==> src/clock_power_pkg.sv <==
// constants and carrier types for the clock and power-mode controller
package clock_power_pkg;
    // root clock sources
    localparam logic [1:0] SRC_INT_FAST = 2'h0;
    localparam logic [1:0] SRC_EXT_FAST = 2'h1;
    localparam logic [1:0] SRC_MULT     = 2'h2;
    localparam logic [1:0] SRC_RESET    = SRC_INT_FAST;
    // usb divider choices
    localparam logic [1:0] USB_DIV_1    = 2'h0;
    localparam logic [1:0] USB_DIV_1P5  = 2'h1;
    localparam logic [1:0] USB_DIV_2    = 2'h2;
    // regulator modes
    localparam logic [1:0] REG_MAIN     = 2'h0;
    localparam logic [1:0] REG_LOW_PWR  = 2'h1;
    localparam logic [1:0] REG_OFF      = 2'h2;
    // synchroniser bit positions
    localparam int SY_EXT_RDY  = 0;
    localparam int SY_MULT_RDY = 1;
    localparam int SY_EXT_FAIL = 2;
    localparam int SY_PDR_LOW  = 3;
    localparam int SY_PVD_OUT  = 4;
    localparam int SY_WAKE_PIN = 5;
    localparam int SY_RST_N    = 6;
    localparam int SY_WDOG     = 7;
    localparam int SY_RTC      = 8;
    localparam int SY_USB      = 9;
    localparam int SY_LINE0    = 10;
    localparam int NUM_LINES   = 16;
    localparam int NSYNC       = SY_LINE0 + NUM_LINES;
    localparam logic [NSYNC-1:0] SYNC_RESET = 26'h000_0040;
    localparam logic [7:0] DIV_RESET = 8'h00;

    typedef enum logic [1:0] {
        PM_RUN     = 2'b00,
        PM_SLEEP   = 2'b01,
        PM_STOP    = 2'b11,
        PM_STANDBY = 2'b10
    } pwr_state_e;

    typedef struct packed {
        logic [1:0] src_req;
        logic       pll_src_ext;
        logic [3:0] pll_mul;
        logic [3:0] pll_div;
        logic [7:0] ahb_div;
        logic [7:0] slow_peripheral_bus_div;
        logic [7:0] fast_peripheral_bus_div;
        logic [1:0] usb_div;
        logic       ext_osc_on;
        logic       pll_on;
    } clk_cfg_s;

    typedef struct packed {
        logic       sleep_req;
        logic       deep_req;
        logic       standby_sel;
        logic       stop_low_pwr;
        logic       fail_irq_en;
        logic       pvd_irq_en;
        logic [2:0] pvd_level;
    } pwr_cfg_s;
endpackage : clock_power_pkg
==> src/clock_power_mode_control.sv <==
// clock source selection, bus dividers and low-power mode sequencing
`timescale 1ns/100ps
module clock_power_mode_control (
    // clock and reset
    input  wire logic                      clk,
    input  wire logic                      rstn,
    // software configuration
    input  wire clock_power_pkg::clk_cfg_s clk_cfg,
    input  wire clock_power_pkg::pwr_cfg_s pwr_cfg,
    input  wire logic                      irq_or_event,
    input  wire logic                      fail_flag_clr,
    input  wire logic                      pvd_flag_clr,
    // analog and pin inputs, asynchronous
    input  wire logic                      ext_osc_ready,
    input  wire logic                      mult_ready,
    input  wire logic                      ext_osc_fail,
    input  wire logic                      supply_low,
    input  wire logic                      supply_out_of_range,
    input  wire logic                      wakeup_pin,
    input  wire logic                      external_reset_pin_n,
    input  wire logic                      watchdog_reset,
    input  wire logic                      rtc_event,
    input  wire logic                      usb_wake,
    input  wire logic [15:0]               ext_lines,
    // clock tree
    output logic [1:0]                     root_src,
    output logic                           int_osc_en,
    output logic                           ext_osc_en,
    output logic                           mult_en,
    output logic                           mult_src_ext,
    output logic [3:0]                     mult_factor,
    output logic [3:0]                     mult_divide,
    output logic                           hclk_en,
    output logic                           pclk_slow_en,
    output logic                           pclk_fast_en,
    output logic                           usb_clk_en,
    // power
    output logic                           core_clk_en,
    output logic                           periph_clk_en,
    output logic [1:0]                     regulator_mode,
    output logic [2:0]                     pvd_threshold,
    output clock_power_pkg::pwr_state_e    pwr_state,
    output logic                           system_reset_hold,
    output logic                           standby_wake_rst,
    // status and interrupts
    output logic                           fail_flag,
    output logic                           fail_irq,
    output logic                           pvd_flag,
    output logic                           pvd_irq
);
    localparam int NS = clock_power_pkg::NSYNC;

    logic [NS-1:0] raw_in;
    logic [NS-1:0] sync1_reg;
    logic [NS-1:0] sync2_reg;
    logic [NS-1:0] prev_reg;
    logic [NS-1:0] rise;

    clock_power_pkg::pwr_state_e state_reg, state_next;
    logic [1:0] src_reg, src_next;
    logic       fail_reg, fail_next, pvd_reg, pvd_next;
    logic       wake_rst_reg, wake_rst_next;
    logic [7:0] ahb_cnt_reg, ahb_cnt_next;
    logic [7:0] slow_peripheral_bus_cnt_reg, slow_peripheral_bus_cnt_next;
    logic [7:0] fast_peripheral_bus_cnt_reg, fast_peripheral_bus_cnt_next;
    logic [1:0] usb_cnt_reg, usb_cnt_next;
    logic       hclk_tick, usb_tick, stop_wake, standby_wake, running;
    logic [1:0] reg_mode_next;

    // outputs from flops
    logic [1:0] src_out_reg;
    logic       int_en_reg, ext_en_reg, mult_en_reg, mult_sel_reg;
    logic [3:0] mult_fac_reg, mult_div_reg;
    logic       hclk_reg, pclk1_reg, pclk2_reg, usb_reg;
    logic       core_reg, periph_reg, rst_hold_reg;
    logic [1:0] reg_mode_reg;
    logic [2:0] pvd_lvl_reg;
    logic       fail_irq_reg, pvd_irq_reg;

    assign raw_in = {ext_lines, usb_wake, rtc_event, watchdog_reset, external_reset_pin_n,
                     wakeup_pin, supply_out_of_range, supply_low, ext_osc_fail, mult_ready, ext_osc_ready};
    // edge detect compares the second stage with prev_reg, its copy one cycle later
    assign rise = sync2_reg & ~prev_reg;

    always_ff @(posedge clk or negedge rstn) begin
        if (!rstn) begin
            sync1_reg <= clock_power_pkg::SYNC_RESET;
            sync2_reg <= clock_power_pkg::SYNC_RESET;
            prev_reg  <= clock_power_pkg::SYNC_RESET;
        end else begin
            sync1_reg <= raw_in;
            sync2_reg <= sync1_reg;
            prev_reg  <= sync2_reg;
        end
    end

    // power-mode sequencing
    always_comb begin
        stop_wake     = |{sync2_reg[NS-1:clock_power_pkg::SY_LINE0], sync2_reg[clock_power_pkg::SY_USB],
                          sync2_reg[clock_power_pkg::SY_RTC], sync2_reg[clock_power_pkg::SY_PVD_OUT]};
        standby_wake  = !sync2_reg[clock_power_pkg::SY_RST_N] || sync2_reg[clock_power_pkg::SY_WDOG]
                        || rise[clock_power_pkg::SY_WAKE_PIN] || sync2_reg[clock_power_pkg::SY_RTC];
        state_next    = state_reg;
        wake_rst_next = 1'b0;
        case (state_reg)
            clock_power_pkg::PM_RUN: begin
                if (pwr_cfg.deep_req) begin
                    state_next = pwr_cfg.standby_sel ? clock_power_pkg::PM_STANDBY : clock_power_pkg::PM_STOP;
                end else if (pwr_cfg.sleep_req) begin
                    state_next = clock_power_pkg::PM_SLEEP;
                end
            end
            clock_power_pkg::PM_SLEEP: begin
                if (irq_or_event) begin
                    state_next = clock_power_pkg::PM_RUN;
                end
            end
            clock_power_pkg::PM_STOP: begin
                if (stop_wake) begin
                    state_next = clock_power_pkg::PM_RUN;
                end
            end
            clock_power_pkg::PM_STANDBY: begin
                // leaving standby restarts the system, so a reset pulse goes out
                if (standby_wake) begin
                    state_next    = clock_power_pkg::PM_RUN;
                    wake_rst_next = 1'b1;
                end
            end
            default: state_next = clock_power_pkg::PM_RUN;
        endcase
        running = (state_next == clock_power_pkg::PM_RUN) || (state_next == clock_power_pkg::PM_SLEEP);
        case (state_next)
            clock_power_pkg::PM_STOP:    reg_mode_next = pwr_cfg.stop_low_pwr ?
                                                         clock_power_pkg::REG_LOW_PWR : clock_power_pkg::REG_MAIN;
            clock_power_pkg::PM_STANDBY: reg_mode_next = clock_power_pkg::REG_OFF;
            default:                     reg_mode_next = clock_power_pkg::REG_MAIN;
        endcase
    end

    // source selection and sticky flags
    always_comb begin
        src_next = src_reg;
        if (!running) begin
            // oscillators are off, so come back on the internal one
            src_next = clock_power_pkg::SRC_INT_FAST;
        end else if (sync2_reg[clock_power_pkg::SY_EXT_FAIL] && src_reg == clock_power_pkg::SRC_EXT_FAST) begin
            src_next = clock_power_pkg::SRC_INT_FAST;
        end else if (sync2_reg[clock_power_pkg::SY_EXT_FAIL] && src_reg == clock_power_pkg::SRC_MULT
                     && clk_cfg.pll_src_ext) begin
            src_next = clock_power_pkg::SRC_INT_FAST;
        end else begin
            case (clk_cfg.src_req)
                clock_power_pkg::SRC_INT_FAST: src_next = clock_power_pkg::SRC_INT_FAST;
                clock_power_pkg::SRC_EXT_FAST: begin
                    if (sync2_reg[clock_power_pkg::SY_EXT_RDY] && !sync2_reg[clock_power_pkg::SY_EXT_FAIL]) begin
                        src_next = clock_power_pkg::SRC_EXT_FAST;
                    end
                end
                clock_power_pkg::SRC_MULT: begin
                    if (sync2_reg[clock_power_pkg::SY_MULT_RDY]) begin
                        src_next = clock_power_pkg::SRC_MULT;
                    end
                end
                default: src_next = src_reg;
            endcase
        end
        // a set in the same cycle as a clear wins
        fail_next = (fail_reg && !fail_flag_clr) || rise[clock_power_pkg::SY_EXT_FAIL];
        pvd_next  = (pvd_reg && !pvd_flag_clr) || rise[clock_power_pkg::SY_PVD_OUT];
    end

    // bus and usb clock enables
    always_comb begin
        hclk_tick     = (ahb_cnt_reg >= clk_cfg.ahb_div);
        ahb_cnt_next  = hclk_tick ? clock_power_pkg::DIV_RESET : ahb_cnt_reg + 8'h01;
        slow_peripheral_bus_cnt_next = slow_peripheral_bus_cnt_reg;
        fast_peripheral_bus_cnt_next = fast_peripheral_bus_cnt_reg;
        if (hclk_tick) begin
            slow_peripheral_bus_cnt_next = (slow_peripheral_bus_cnt_reg >= clk_cfg.slow_peripheral_bus_div) ? clock_power_pkg::DIV_RESET : slow_peripheral_bus_cnt_reg + 8'h01;
            fast_peripheral_bus_cnt_next = (fast_peripheral_bus_cnt_reg >= clk_cfg.fast_peripheral_bus_div) ? clock_power_pkg::DIV_RESET : fast_peripheral_bus_cnt_reg + 8'h01;
        end
        case (clk_cfg.usb_div)
            // 2 pulses in 3 cycles for the 1.5 ratio
            clock_power_pkg::USB_DIV_1P5: begin
                usb_tick     = (usb_cnt_reg != 2'h2);
                usb_cnt_next = (usb_cnt_reg >= 2'h2) ? 2'h0 : usb_cnt_reg + 2'h1;
            end
            clock_power_pkg::USB_DIV_2: begin
                usb_tick     = (usb_cnt_reg == 2'h1);
                usb_cnt_next = (usb_cnt_reg >= 2'h1) ? 2'h0 : usb_cnt_reg + 2'h1;
            end
            default: begin
                usb_tick     = 1'b1;
                usb_cnt_next = 2'h0;
            end
        endcase
    end

    always_ff @(posedge clk or negedge rstn) begin
        if (!rstn) begin
            state_reg    <= clock_power_pkg::PM_RUN;
            src_reg      <= clock_power_pkg::SRC_RESET;
            fail_reg     <= 1'b0;
            pvd_reg      <= 1'b0;
            wake_rst_reg <= 1'b0;
            ahb_cnt_reg  <= clock_power_pkg::DIV_RESET;
            slow_peripheral_bus_cnt_reg <= clock_power_pkg::DIV_RESET;
            fast_peripheral_bus_cnt_reg <= clock_power_pkg::DIV_RESET;
            usb_cnt_reg  <= 2'h0;
            src_out_reg  <= clock_power_pkg::SRC_RESET;
            int_en_reg   <= 1'b1;
            ext_en_reg   <= 1'b0;
            mult_en_reg  <= 1'b0;
            mult_sel_reg <= 1'b0;
            mult_fac_reg <= 4'h0;
            mult_div_reg <= 4'h0;
            hclk_reg     <= 1'b0;
            pclk1_reg    <= 1'b0;
            pclk2_reg    <= 1'b0;
            usb_reg      <= 1'b0;
            core_reg     <= 1'b1;
            periph_reg   <= 1'b1;
            rst_hold_reg <= 1'b0;
            reg_mode_reg <= clock_power_pkg::REG_MAIN;
            pvd_lvl_reg  <= 3'h0;
            fail_irq_reg <= 1'b0;
            pvd_irq_reg  <= 1'b0;
        end else begin
            state_reg    <= state_next;
            src_reg      <= src_next;
            fail_reg     <= fail_next;
            pvd_reg      <= pvd_next;
            wake_rst_reg <= wake_rst_next;
            ahb_cnt_reg  <= ahb_cnt_next;
            slow_peripheral_bus_cnt_reg <= slow_peripheral_bus_cnt_next;
            fast_peripheral_bus_cnt_reg <= fast_peripheral_bus_cnt_next;
            usb_cnt_reg  <= usb_cnt_next;
            src_out_reg  <= src_next;
            int_en_reg   <= running;
            ext_en_reg   <= running && clk_cfg.ext_osc_on;
            mult_en_reg  <= running && clk_cfg.pll_on;
            mult_sel_reg <= clk_cfg.pll_src_ext;
            mult_fac_reg <= clk_cfg.pll_mul;
            mult_div_reg <= clk_cfg.pll_div;
            hclk_reg     <= running && hclk_tick;
            pclk1_reg    <= running && hclk_tick && (slow_peripheral_bus_cnt_reg >= clk_cfg.slow_peripheral_bus_div);
            pclk2_reg    <= running && hclk_tick && (fast_peripheral_bus_cnt_reg >= clk_cfg.fast_peripheral_bus_div);
            usb_reg      <= running && clk_cfg.pll_on && usb_tick;
            core_reg     <= (state_next == clock_power_pkg::PM_RUN);
            periph_reg   <= running;
            rst_hold_reg <= sync2_reg[clock_power_pkg::SY_PDR_LOW];
            reg_mode_reg <= reg_mode_next;
            pvd_lvl_reg  <= pwr_cfg.pvd_level;
            fail_irq_reg <= fail_next && pwr_cfg.fail_irq_en;
            pvd_irq_reg  <= pvd_next && pwr_cfg.pvd_irq_en;
        end
    end

    assign root_src          = src_out_reg;
    assign int_osc_en        = int_en_reg;
    assign ext_osc_en        = ext_en_reg;
    assign mult_en           = mult_en_reg;
    assign mult_src_ext      = mult_sel_reg;
    assign mult_factor       = mult_fac_reg;
    assign mult_divide       = mult_div_reg;
    assign hclk_en           = hclk_reg;
    assign pclk_slow_en      = pclk1_reg;
    assign pclk_fast_en      = pclk2_reg;
    assign usb_clk_en        = usb_reg;
    assign core_clk_en       = core_reg;
    assign periph_clk_en     = periph_reg;
    assign regulator_mode    = reg_mode_reg;
    assign pvd_threshold     = pvd_lvl_reg;
    assign pwr_state         = state_reg;
    assign system_reset_hold = rst_hold_reg;
    assign standby_wake_rst  = wake_rst_reg;
    assign fail_flag         = fail_reg;
    assign fail_irq          = fail_irq_reg;
    assign pvd_flag          = pvd_reg;
    assign pvd_irq           = pvd_irq_reg;
endmodule : clock_power_mode_control

==> config.mk <==
export PLATFORM = sky130hd
export DESIGN_NAME = clock_power_mode_control
export DESIGN_NICKNAME = d
export VERILOG_FILES = /design/src/clock_power_pkg.sv /design/src/clock_power_mode_control.sv
export SDC_FILE = /design/constraint.sdc
export NUM_CORES = 1
export LEC_CHECK = 0
export BUFFER_PORTS_ARGS = -buffer_cell sky130_fd_sc_hd__buf_2
export CELL_PAD_IN_SITES_DETAIL_PLACEMENT = 1
export CELL_PAD_IN_SITES_GLOBAL_PLACEMENT = 2
export CORE_MARGIN = 3
export CORE_UTILIZATION = 35
export CTS_CLUSTER_DIAMETER = 50
export DETAILED_ROUTE_END_ITERATION = 6
export PLACE_DENSITY = 0.91
export SKIP_CTS_REPAIR_TIMING = 1
export SLEW_MARGIN = 30
export SYNTH_ARGS = -nofsm -noshare
export SYNTH_HDL_FRONTEND = slang
export SYNTH_SLANG_ARGS = --single-unit
==> constraint.sdc <==
create_clock -name clk -period 2.1 [get_ports clk]
set_clock_uncertainty 0.05 [all_clocks]
set_input_delay 0 -clock clk [delete_from_list [all_inputs] [get_ports clk]]
set_output_delay 0 -clock clk [all_outputs]
set_load 0.1 [all_outputs]
# Yosys cells after proc, flatten, opt, wreduce, memory -nomap -nowiden

Cells that the tools add are included.

Register bits: 116
Input bits: 79
Logic and storage cells: 109

Add/sub/neg operators: 4
Order comparisons: 5
Equal/unequal tests: 17
Multiplexer cells: 24
Bitwise operators: 2
Reductions and logical operators: 29

Operator list:

| kind                | number |
|---|---|
| $add 8x1->8 const B | 3 |
| $ge 8x8->1          | 3 |
| $mux 2              | 12 |
| $mux 8              | 3 |
| $reduce_or 19->1    | 1 |
| $eq 2x2->1 const B  | 7 |
| $logic_and 1x1->1   | 14 |
| $eq 2x1->1 const B  | 6 |
| $ne 5x5->1 const B  | 2 |
| $pmux 2 s2          | 2 |
| $pmux 2 s4          | 1 |
| $and 6x6->6         | 1 |
| $logic_not 2->1     | 3 |
| $logic_or 1x1->1    | 6 |
| $ne 6x1->1 const B  | 1 |
| $not 6->6           | 1 |
| $pmux 2 s3          | 1 |
| $logic_not 1->1     | 4 |
| $mux 1              | 4 |
| $reduce_and 3->1    | 1 |
| $add 2x1->2 const B | 1 |
| $ge 2x1->1 const B  | 1 |
| $ge 2x2->1 const B  | 1 |
| $ne 2x2->1 const B  | 1 |
| $pmux 1 s2          | 1 |

# Depth between registers and ports, before layout

Depth in word-level cells: 10
Depth in mapped cells: 9

# Worst setup path after synthesis

OpenSTA, ideal clock, no wires.

Kind: register -> register
Start point: register state_reg[1] (netlist: pwr_state[1])
End point: register src_out_reg[0] (netlist: root_src[0])
Data arrival time: 1.934 ns
Setup slack: 0.029 ns
Cell stages (with the launch flop): 6
Buffers on the path: 0
Cell sequence: dfrtp_1 -> nor2b_1 -> a31oi_2 -> o22ai_4 -> a211o_1 -> a211oi_2

Longest elaborated chain between the ends: 7
Elaborated cells on any way between the ends: 18
Those cells by class: eq/ne: 7; mux: 7; reduce/logical: 4

Ends and longest elaborated chain:

| item                                                             | RTL line                        | source |
|---|---|---|
| from (decl)                                                      | clock_power_mode_control.sv:59  | `clock_power_pkg::pwr_state_e state_reg, state_next;` |
| from (signal assigned)                                           | clock_power_mode_control.sv:202 | `state_reg <= clock_power_pkg::PM_RUN;` |
| from (signal assigned)                                           | clock_power_mode_control.sv:230 | `state_reg <= state_next;` |
| $mux 2                                                           | clock_power_mode_control.sv:109 | `end else if (pwr_cfg.sleep_req) begin` |
| $mux 2                                                           | clock_power_mode_control.sv:107 | `if (pwr_cfg.deep_req) begin` |
| $pmux 2 s4 (*)                                                   | clock_power_mode_control.sv:105 | `case (state_reg)` |
| net state_next[1]                                                | clock_power_mode_control.sv:59  |  |
| $eq 2x1->1 / $logic_not 2->1 (equally long branches)             | clock_power_mode_control.sv:132 | `running = (state_next == clock_power_pkg::PM_RUN) \|\| (state_next == clock_power_pkg::PM_SLEEP);` |
| $logic_or 1x1->1 (*)                                             | clock_power_mode_control.sv:132 |  |
| $ne 6x1->1 (no source line) / $ne 5x5->1 (equally long branches) | -                               |  |
| $reduce_and 3->1 (no source line)                                | -                               |  |
| to (signal assigned)                                             | clock_power_mode_control.sv:211 | `src_out_reg <= clock_power_pkg::SRC_RESET;` |
| to (signal assigned)                                             | clock_power_mode_control.sv:239 | `src_out_reg <= src_next;` |
| to (decl)                                                        | clock_power_mode_control.sv:71  | `logic [1:0] src_out_reg;` |

The timed path passes the listed nets; every way through them passes the cells marked *.
A chain may end at the register's enable or synchronous reset.

# Worst setup path in the final report

Start point: register slow_peripheral_bus_cnt_reg[0]
End point: register slow_peripheral_bus_cnt_reg[5]

Longest elaborated chain between the ends: 2
Elaborated cells on any way between the ends: 3
Those cells by class: add/sub: 1; order compare: 1; mux: 1

Ends and longest elaborated chain:

| item                                             | RTL line                        | source |
|---|---|---|
| from (decl)                                      | clock_power_mode_control.sv:64  | `logic [7:0] slow_peripheral_bus_cnt_reg, slow_peripheral_bus_cnt_next;` |
| from (signal assigned)                           | clock_power_mode_control.sv:208 | `slow_peripheral_bus_cnt_reg <= clock_power_pkg::DIV_RESET;` |
| from (signal assigned)                           | clock_power_mode_control.sv:236 | `slow_peripheral_bus_cnt_reg <= slow_peripheral_bus_cnt_next;` |
| $add 8x1->8 / $ge 8x8->1 (equally long branches) | clock_power_mode_control.sv:180 | `slow_peripheral_bus_cnt_next = (slow_peripheral_bus_cnt_reg >= clk_cfg.slow_peripheral_bus_div) ? clock_power_ ...` |
| $mux 8 (*)                                       | clock_power_mode_control.sv:180 |  |

Every way passes the cells marked *; elsewhere a longest branch is shown, timed or not.

==> report_table.html <==
<table>
<tr><th>Metric</th><th>Value</th></tr>
<tr><th colspan="2">Outcome</th></tr>
<tr><td>Outcome</td><td>finished with violations</td></tr>
<tr><td>Violated checks</td><td>negative hold slack</td></tr>
<tr><th colspan="2">Place</th></tr>
<tr><td>Worst setup slack before clock tree synthesis</td><td>approximately 0.097 ns</td></tr>
<tr><td>Port Buf Inserts</td><td>111</td></tr>
<tr><td>Routability Congestion</td><td>a little under 0.8</td></tr>
<tr><td>Sum of net half-perimeters after detailed placement</td><td>7500 microns</td></tr>
<tr><th colspan="2">Layout</th></tr>
<tr><td>Diode insertion count for antenna repair</td><td>0</td></tr>
<tr><td>Commonest cells after routing, fill and taps aside</td><td>110 x sky130_fd_sc_hd__buf_2, 108 x sky130_fd_sc_hd__dfrtp_1, 54 x sky130_fd_sc_hd__dlygate4sd3_1</td></tr>
<tr><td>Most common library cell in the layout ignoring fill and taps</td><td>sky130_fd_sc_hd__buf_2</td></tr>
<tr><td>Share of layout cells above drive strength 1</td><td>0.319</td></tr>
<tr><td>Share of the core filled with cells</td><td>0.515</td></tr>
<tr><td># nets final</td><td>about 670</td></tr>
<tr><td>Number of fill cells in the layout</td><td>1384</td></tr>
<tr><td>Area growth syn-to-layout</td><td>43.0%</td></tr>
<tr><td>Reg area</td><td>around 0.0028 sq mm</td></tr>
<tr><td>Footprint of the multi-input gates</td><td>between 0.0015 and 0.002 sq mm</td></tr>
<tr><th colspan="2">Yosys</th></tr>
<tr><td>Post-synthesis compound-gate area fraction</td><td>0.120</td></tr>
<tr><td>EDFF count, synth</td><td>0</td></tr>
<tr><td>Most used DFF post-synth</td><td>sky130_fd_sc_hd__dfrtp_1</td></tr>
<tr><td>Cell variety after synth</td><td>49</td></tr>
<tr><td>Synth Area in Simple Gates</td><td>0.112</td></tr>
<tr><td>Cell taking the most area after synthesis</td><td>sky130_fd_sc_hd__dfrtp_1</td></tr>
<tr><td>Synthesis warning total</td><td>0</td></tr>
<tr><td>Syn nets</td><td>roughly 480</td></tr>
<tr><td>Post-synthesis sequential element count</td><td>113</td></tr>
<tr><td>Mux cell area share after synthesis</td><td>0.00218</td></tr>
<tr><td>Xor and xnor area share after synthesis</td><td>0.0115</td></tr>
<tr><td>Dominant combinational cell family by area after synthesis</td><td>compound AO/OA/AOI/OAI gates</td></tr>
<tr><td>Largest cells by area after synthesis</td><td>sky130_fd_sc_hd__dfrtp_1 60%, sky130_fd_sc_hd__ha_1 9.3%, sky130_fd_sc_hd__inv_1 3.4%</td></tr>
<tr><td>Cell count after synthesis</td><td>363</td></tr>
<tr><td>Proportion of synthesized flip-flops having asynchronous set or reset</td><td>1.00</td></tr>
<tr><td>Area share of the largest cell type after synthesis</td><td>0.595</td></tr>
<tr><td>Sequential share of the synthesized area</td><td>0.618</td></tr>
<tr><td>Cell area after synthesis</td><td>0.00458 sq mm</td></tr>
<tr><td>Post-synthesis share of cell area spent on full adders, half adders and majority gates</td><td>0.0928</td></tr>
<tr><td>Mapped Avg Cell Area</td><td>about 13 sq um</td></tr>
<tr><th colspan="2">STA</th></tr>
<tr><td>Post-layout minimum cycle time</td><td>1.97 ns</td></tr>
<tr><td>F_max</td><td>about 510 MHz</td></tr>
<tr><td>Least-Margin Pin Slew</td><td>0.669 ns</td></tr>
<tr><td>Final hold violations</td><td>2</td></tr>
<tr><td>Final Max Slew Viols</td><td>0</td></tr>
<tr><td>Total of endpoints with negative setup slack in the final report</td><td>0</td></tr>
<tr><td>Setup total negative slack</td><td>0 ns</td></tr>
<tr><td>Final Cycle Share</td><td>0.939</td></tr>
<tr><td>RSZ-0062 raised after global routing</td><td>no</td></tr>
<tr><td>Worst slack on hold paths</td><td>-0.0136 ns</td></tr>
<tr><td>Max-slew headroom at the worst pin</td><td>0.554</td></tr>
<tr><td>Setup WS post-layout</td><td>0.128 ns</td></tr>
<tr><th colspan="2">Clock tree</th></tr>
<tr><td>CTS buffer count</td><td>17</td></tr>
<tr><td>CTS Buffer Depth</td><td>2</td></tr>
<tr><td>Clk root buf</td><td>sky130_fd_sc_hd__clkbuf_16</td></tr>
<tr><td>Clock Sink Count</td><td>roughly 110</td></tr>
<tr><td>Clock-pin transition on the worst setup and hold timing paths</td><td>around 0.060 ns</td></tr>
<tr><td>Total number of H-tree levels</td><td>4</td></tr>
<tr><td>CTS tree</td><td>yes</td></tr>
<tr><td>Clock latency on the worst-skew pair</td><td>around 0.4 ns</td></tr>
<tr><th colspan="2">Critical path</th></tr>
<tr><td>Biggest fanout along the worst timing path</td><td>8</td></tr>
<tr><td>CP max stage cell</td><td>sky130_fd_sc_hd__dfrtp_2</td></tr>
<tr><td>Register-to-Register Setup Slack</td><td>0.13 ns</td></tr>
<tr><td>FF-to-FF End</td><td>slow_peripheral_bus_cnt_reg[5]$_DFFE_PN0N_</td></tr>
<tr><td>CP top delay family</td><td>compound AO/OA/AOI/OAI gates</td></tr>
<tr><td>Worst R2R Start</td><td>slow_peripheral_bus_cnt_reg[0]$_DFFE_PN0N_</td></tr>
<tr><td>CP cell instances</td><td>inv_1 -&gt; ha_1 -&gt; nand2b_1 -&gt; a211oi_2 -&gt; o221a_4 -&gt; o22ai_4 -&gt; o311ai_2</td></tr>
<tr><td>Depth of the most critical reg-to-reg path</td><td>7</td></tr>
<tr><td>Type of destination of the critical path</td><td>register</td></tr>
<tr><td>Critical path arrival</td><td>2.23 ns</td></tr>
<tr><td>Setup Crit Path Kind</td><td>reg -&gt; reg</td></tr>
<tr><td>Number of buffers and inverters on the critical path</td><td>1</td></tr>
<tr><td>Required time reported for the critical path endpoint</td><td>around 2.4 ns</td></tr>
<tr><td>Kind of start point of the critical path</td><td>register</td></tr>
<tr><td>Slowest cell delay on critical path</td><td>0.40 ns</td></tr>
<tr><th colspan="2">Die</th></tr>
<tr><td>Initial Util</td><td>0.360</td></tr>
<tr><td>Ports placed on the boundary</td><td>112</td></tr>
<tr><td>Placeable Area</td><td>0.0127 sq mm</td></tr>
<tr><td>DIE WIDTH</td><td>120 microns</td></tr>
<tr><td>Die Height</td><td>roughly 120 microns</td></tr>
<tr><td>Area of the die</td><td>between 0.01 and 0.015 sq mm</td></tr>
<tr><td>Site row count</td><td>41</td></tr>
<tr><th colspan="2">GRT</th></tr>
<tr><td>Pin count of the biggest net entering global routing</td><td>54</td></tr>
<tr><td>Global-route congestion overflow total</td><td>0</td></tr>
<tr><td>Total Routing Usage GR</td><td>0.151</td></tr>
<tr><td>Initial antenna violation count</td><td>0</td></tr>
<tr><td>First-pass GRT wire length</td><td>between 15000 and 20000 microns</td></tr>
<tr><td>Via count of the first global-routing pass</td><td>3498</td></tr>
<tr><th colspan="2">Min path</th></tr>
<tr><td>End of the worst hold path</td><td>usb_cnt_reg[1]$_DFF_PN0_</td></tr>
<tr><td>Worst hold path startpoint</td><td>clk_cfg[2]</td></tr>
<tr><td>Worst hold path cell count</td><td>4</td></tr>
<tr><td>Worst min-delay path category</td><td>in -&gt; reg</td></tr>
<tr><th colspan="2">Detailed routing</th></tr>
<tr><td>Avg Vias per Cell</td><td>~4.7</td></tr>
<tr><td>Post-detailed-route DRC marker count</td><td>0</td></tr>
<tr><td>Count of routing violations after the opening detailed-route iteration</td><td>~150</td></tr>
<tr><td>Routed wire length</td><td>11500 microns</td></tr>
<tr><td>Remaining antenna violation count after routing</td><td>0</td></tr>
<tr><td>Routed WL per cell</td><td>roughly 16 microns</td></tr>
<tr><td>Router iterations before antenna repair</td><td>4</td></tr>
<tr><td>Routed via count</td><td>around 3500</td></tr>
<tr><th colspan="2">Power</th></tr>
<tr><td>Pwr/cell area</td><td>1260 mW/mm^2</td></tr>
<tr><td>Peak supply drop</td><td>598 uV</td></tr>
<tr><td>Leakage</td><td>3.17 nW</td></tr>
<tr><th colspan="2">Flow run</th></tr>
<tr><td>Max Cap Violations</td><td>0</td></tr>
</table>
[final cells by class]
type,count,share of cell area
Sequential cell,113,0.433
Multi-Input combinational cell,202,0.239
Timing Repair Buffer,175,0.181
Clock buffer,19,0.0691
Tap cell,172,0.0328
Inverter,43,0.0246
Clock inverter,13,0.0206
[through the flow]
stage	instances	hold slack, ns	cell area, sq um	total power (W)
detailed placement	649	0.0309	5390	0.00534
CTS	681	-0.405	5980	0.00821
floorplan	363	-0.346	4580	0.00471
global placement	649	0.0149	5390	0.00522
finish	737	-0.0136	6550	0.00825
global route	737	0.0154	6550	0.00875
[layer usage]
| layer | track usage | share of wire | vias up |
|---|---|---|---|
| met2 | 0.266 | 0.54 | 81 |
| met1 | 0.180 | 0.41 | 1716 |
| met3 | 0.0379 | 0.035 | 15 |
| li1 | - | - | 1655 |
| met4 | 0.0510 | 0.015 | 0 |
| met5 | 0 | 0 | - |
[worst max-delay path by stage]
stage,to,depth (start not counted),start
after global routing,slow_peripheral_bus_cnt_reg[5]$_DFFE_PN0N_,7,slow_peripheral_bus_cnt_reg[0]$_DFFE_PN0N_
after floorplan,root_src[0]$_DFFE_PN0P_,5,pwr_state[1]$_DFF_PN0_
after detailed placement,slow_peripheral_bus_cnt_reg[5]$_DFFE_PN0N_,7,slow_peripheral_bus_cnt_reg[0]$_DFFE_PN0N_
after global placement,fast_peripheral_bus_cnt_reg[2]$_DFFE_PN0N_,7,fast_peripheral_bus_cnt_reg[0]$_DFFE_PN0N_
after CTS,slow_peripheral_bus_cnt_reg[3]$_DFFE_PN0N_,6,ahb_cnt_reg[6]$_DFF_PN0_
final,slow_peripheral_bus_cnt_reg[5]$_DFFE_PN0N_,7,slow_peripheral_bus_cnt_reg[0]$_DFFE_PN0N_
[tightest hold or removal path, cell delays in order]
cell,delay [ns]
sky130_fd_sc_hd__buf_2,0.11
sky130_fd_sc_hd__inv_1,0.06
sky130_fd_sc_hd__ha_1,0.17
sky130_fd_sc_hd__nor2_1,0.06
[synthesized netlist by cell type, types with 2 or more instances]
master / n
sky130_fd_sc_hd__a211o_1: 2
sky130_fd_sc_hd__a211oi_1: 2
sky130_fd_sc_hd__a211oi_2: 3
sky130_fd_sc_hd__a21oi_1: 8
sky130_fd_sc_hd__and2_1: 4
sky130_fd_sc_hd__and3_1: 6
sky130_fd_sc_hd__buf_2: 2
sky130_fd_sc_hd__buf_4: 2
sky130_fd_sc_hd__dfrtp_1: 109
sky130_fd_sc_hd__dfstp_2: 4
sky130_fd_sc_hd__ha_1: 34
sky130_fd_sc_hd__inv_1: 42
sky130_fd_sc_hd__nand2_1: 9
sky130_fd_sc_hd__nand2b_1: 6
sky130_fd_sc_hd__nand3_1: 28
sky130_fd_sc_hd__nor2_1: 21
sky130_fd_sc_hd__nor2b_1: 2
sky130_fd_sc_hd__nor3_1: 2
sky130_fd_sc_hd__nor3b_1: 2
sky130_fd_sc_hd__nor4_1: 6
sky130_fd_sc_hd__o2111ai_1: 2
sky130_fd_sc_hd__o211ai_1: 16
sky130_fd_sc_hd__o21a_1: 3
sky130_fd_sc_hd__o21ai_0: 5
sky130_fd_sc_hd__o221ai_1: 4
sky130_fd_sc_hd__o22ai_1: 2
sky130_fd_sc_hd__o22ai_4: 3
sky130_fd_sc_hd__o2bb2ai_1: 2
sky130_fd_sc_hd__o311ai_2: 3
sky130_fd_sc_hd__or2_2: 4
sky130_fd_sc_hd__or3_1: 3
sky130_fd_sc_hd__xor2_1: 5
[power breakdown]
group | leakage [nW] | internal [W] | switching [W]
logic | 1.57 | 0.000897 | 0.00170
clock network | 0.278 | 0.00180 | 0.00100
registers | 1.33 | 0.00253 | 0.000319
total | 3.17 | 0.00523 | 0.00302
[cells by family after synthesis]
kind of cell | after synthesis
multiplexers | 1
XOR/XNOR | 6
AO/OA/AOI/OAI | 63
AND/OR/NAND/NOR | 98
flip-flops | 113
adder cells (fa/ha/maj) | 34
buffers and inverters | 48
(Power assumes the default switching activity.)
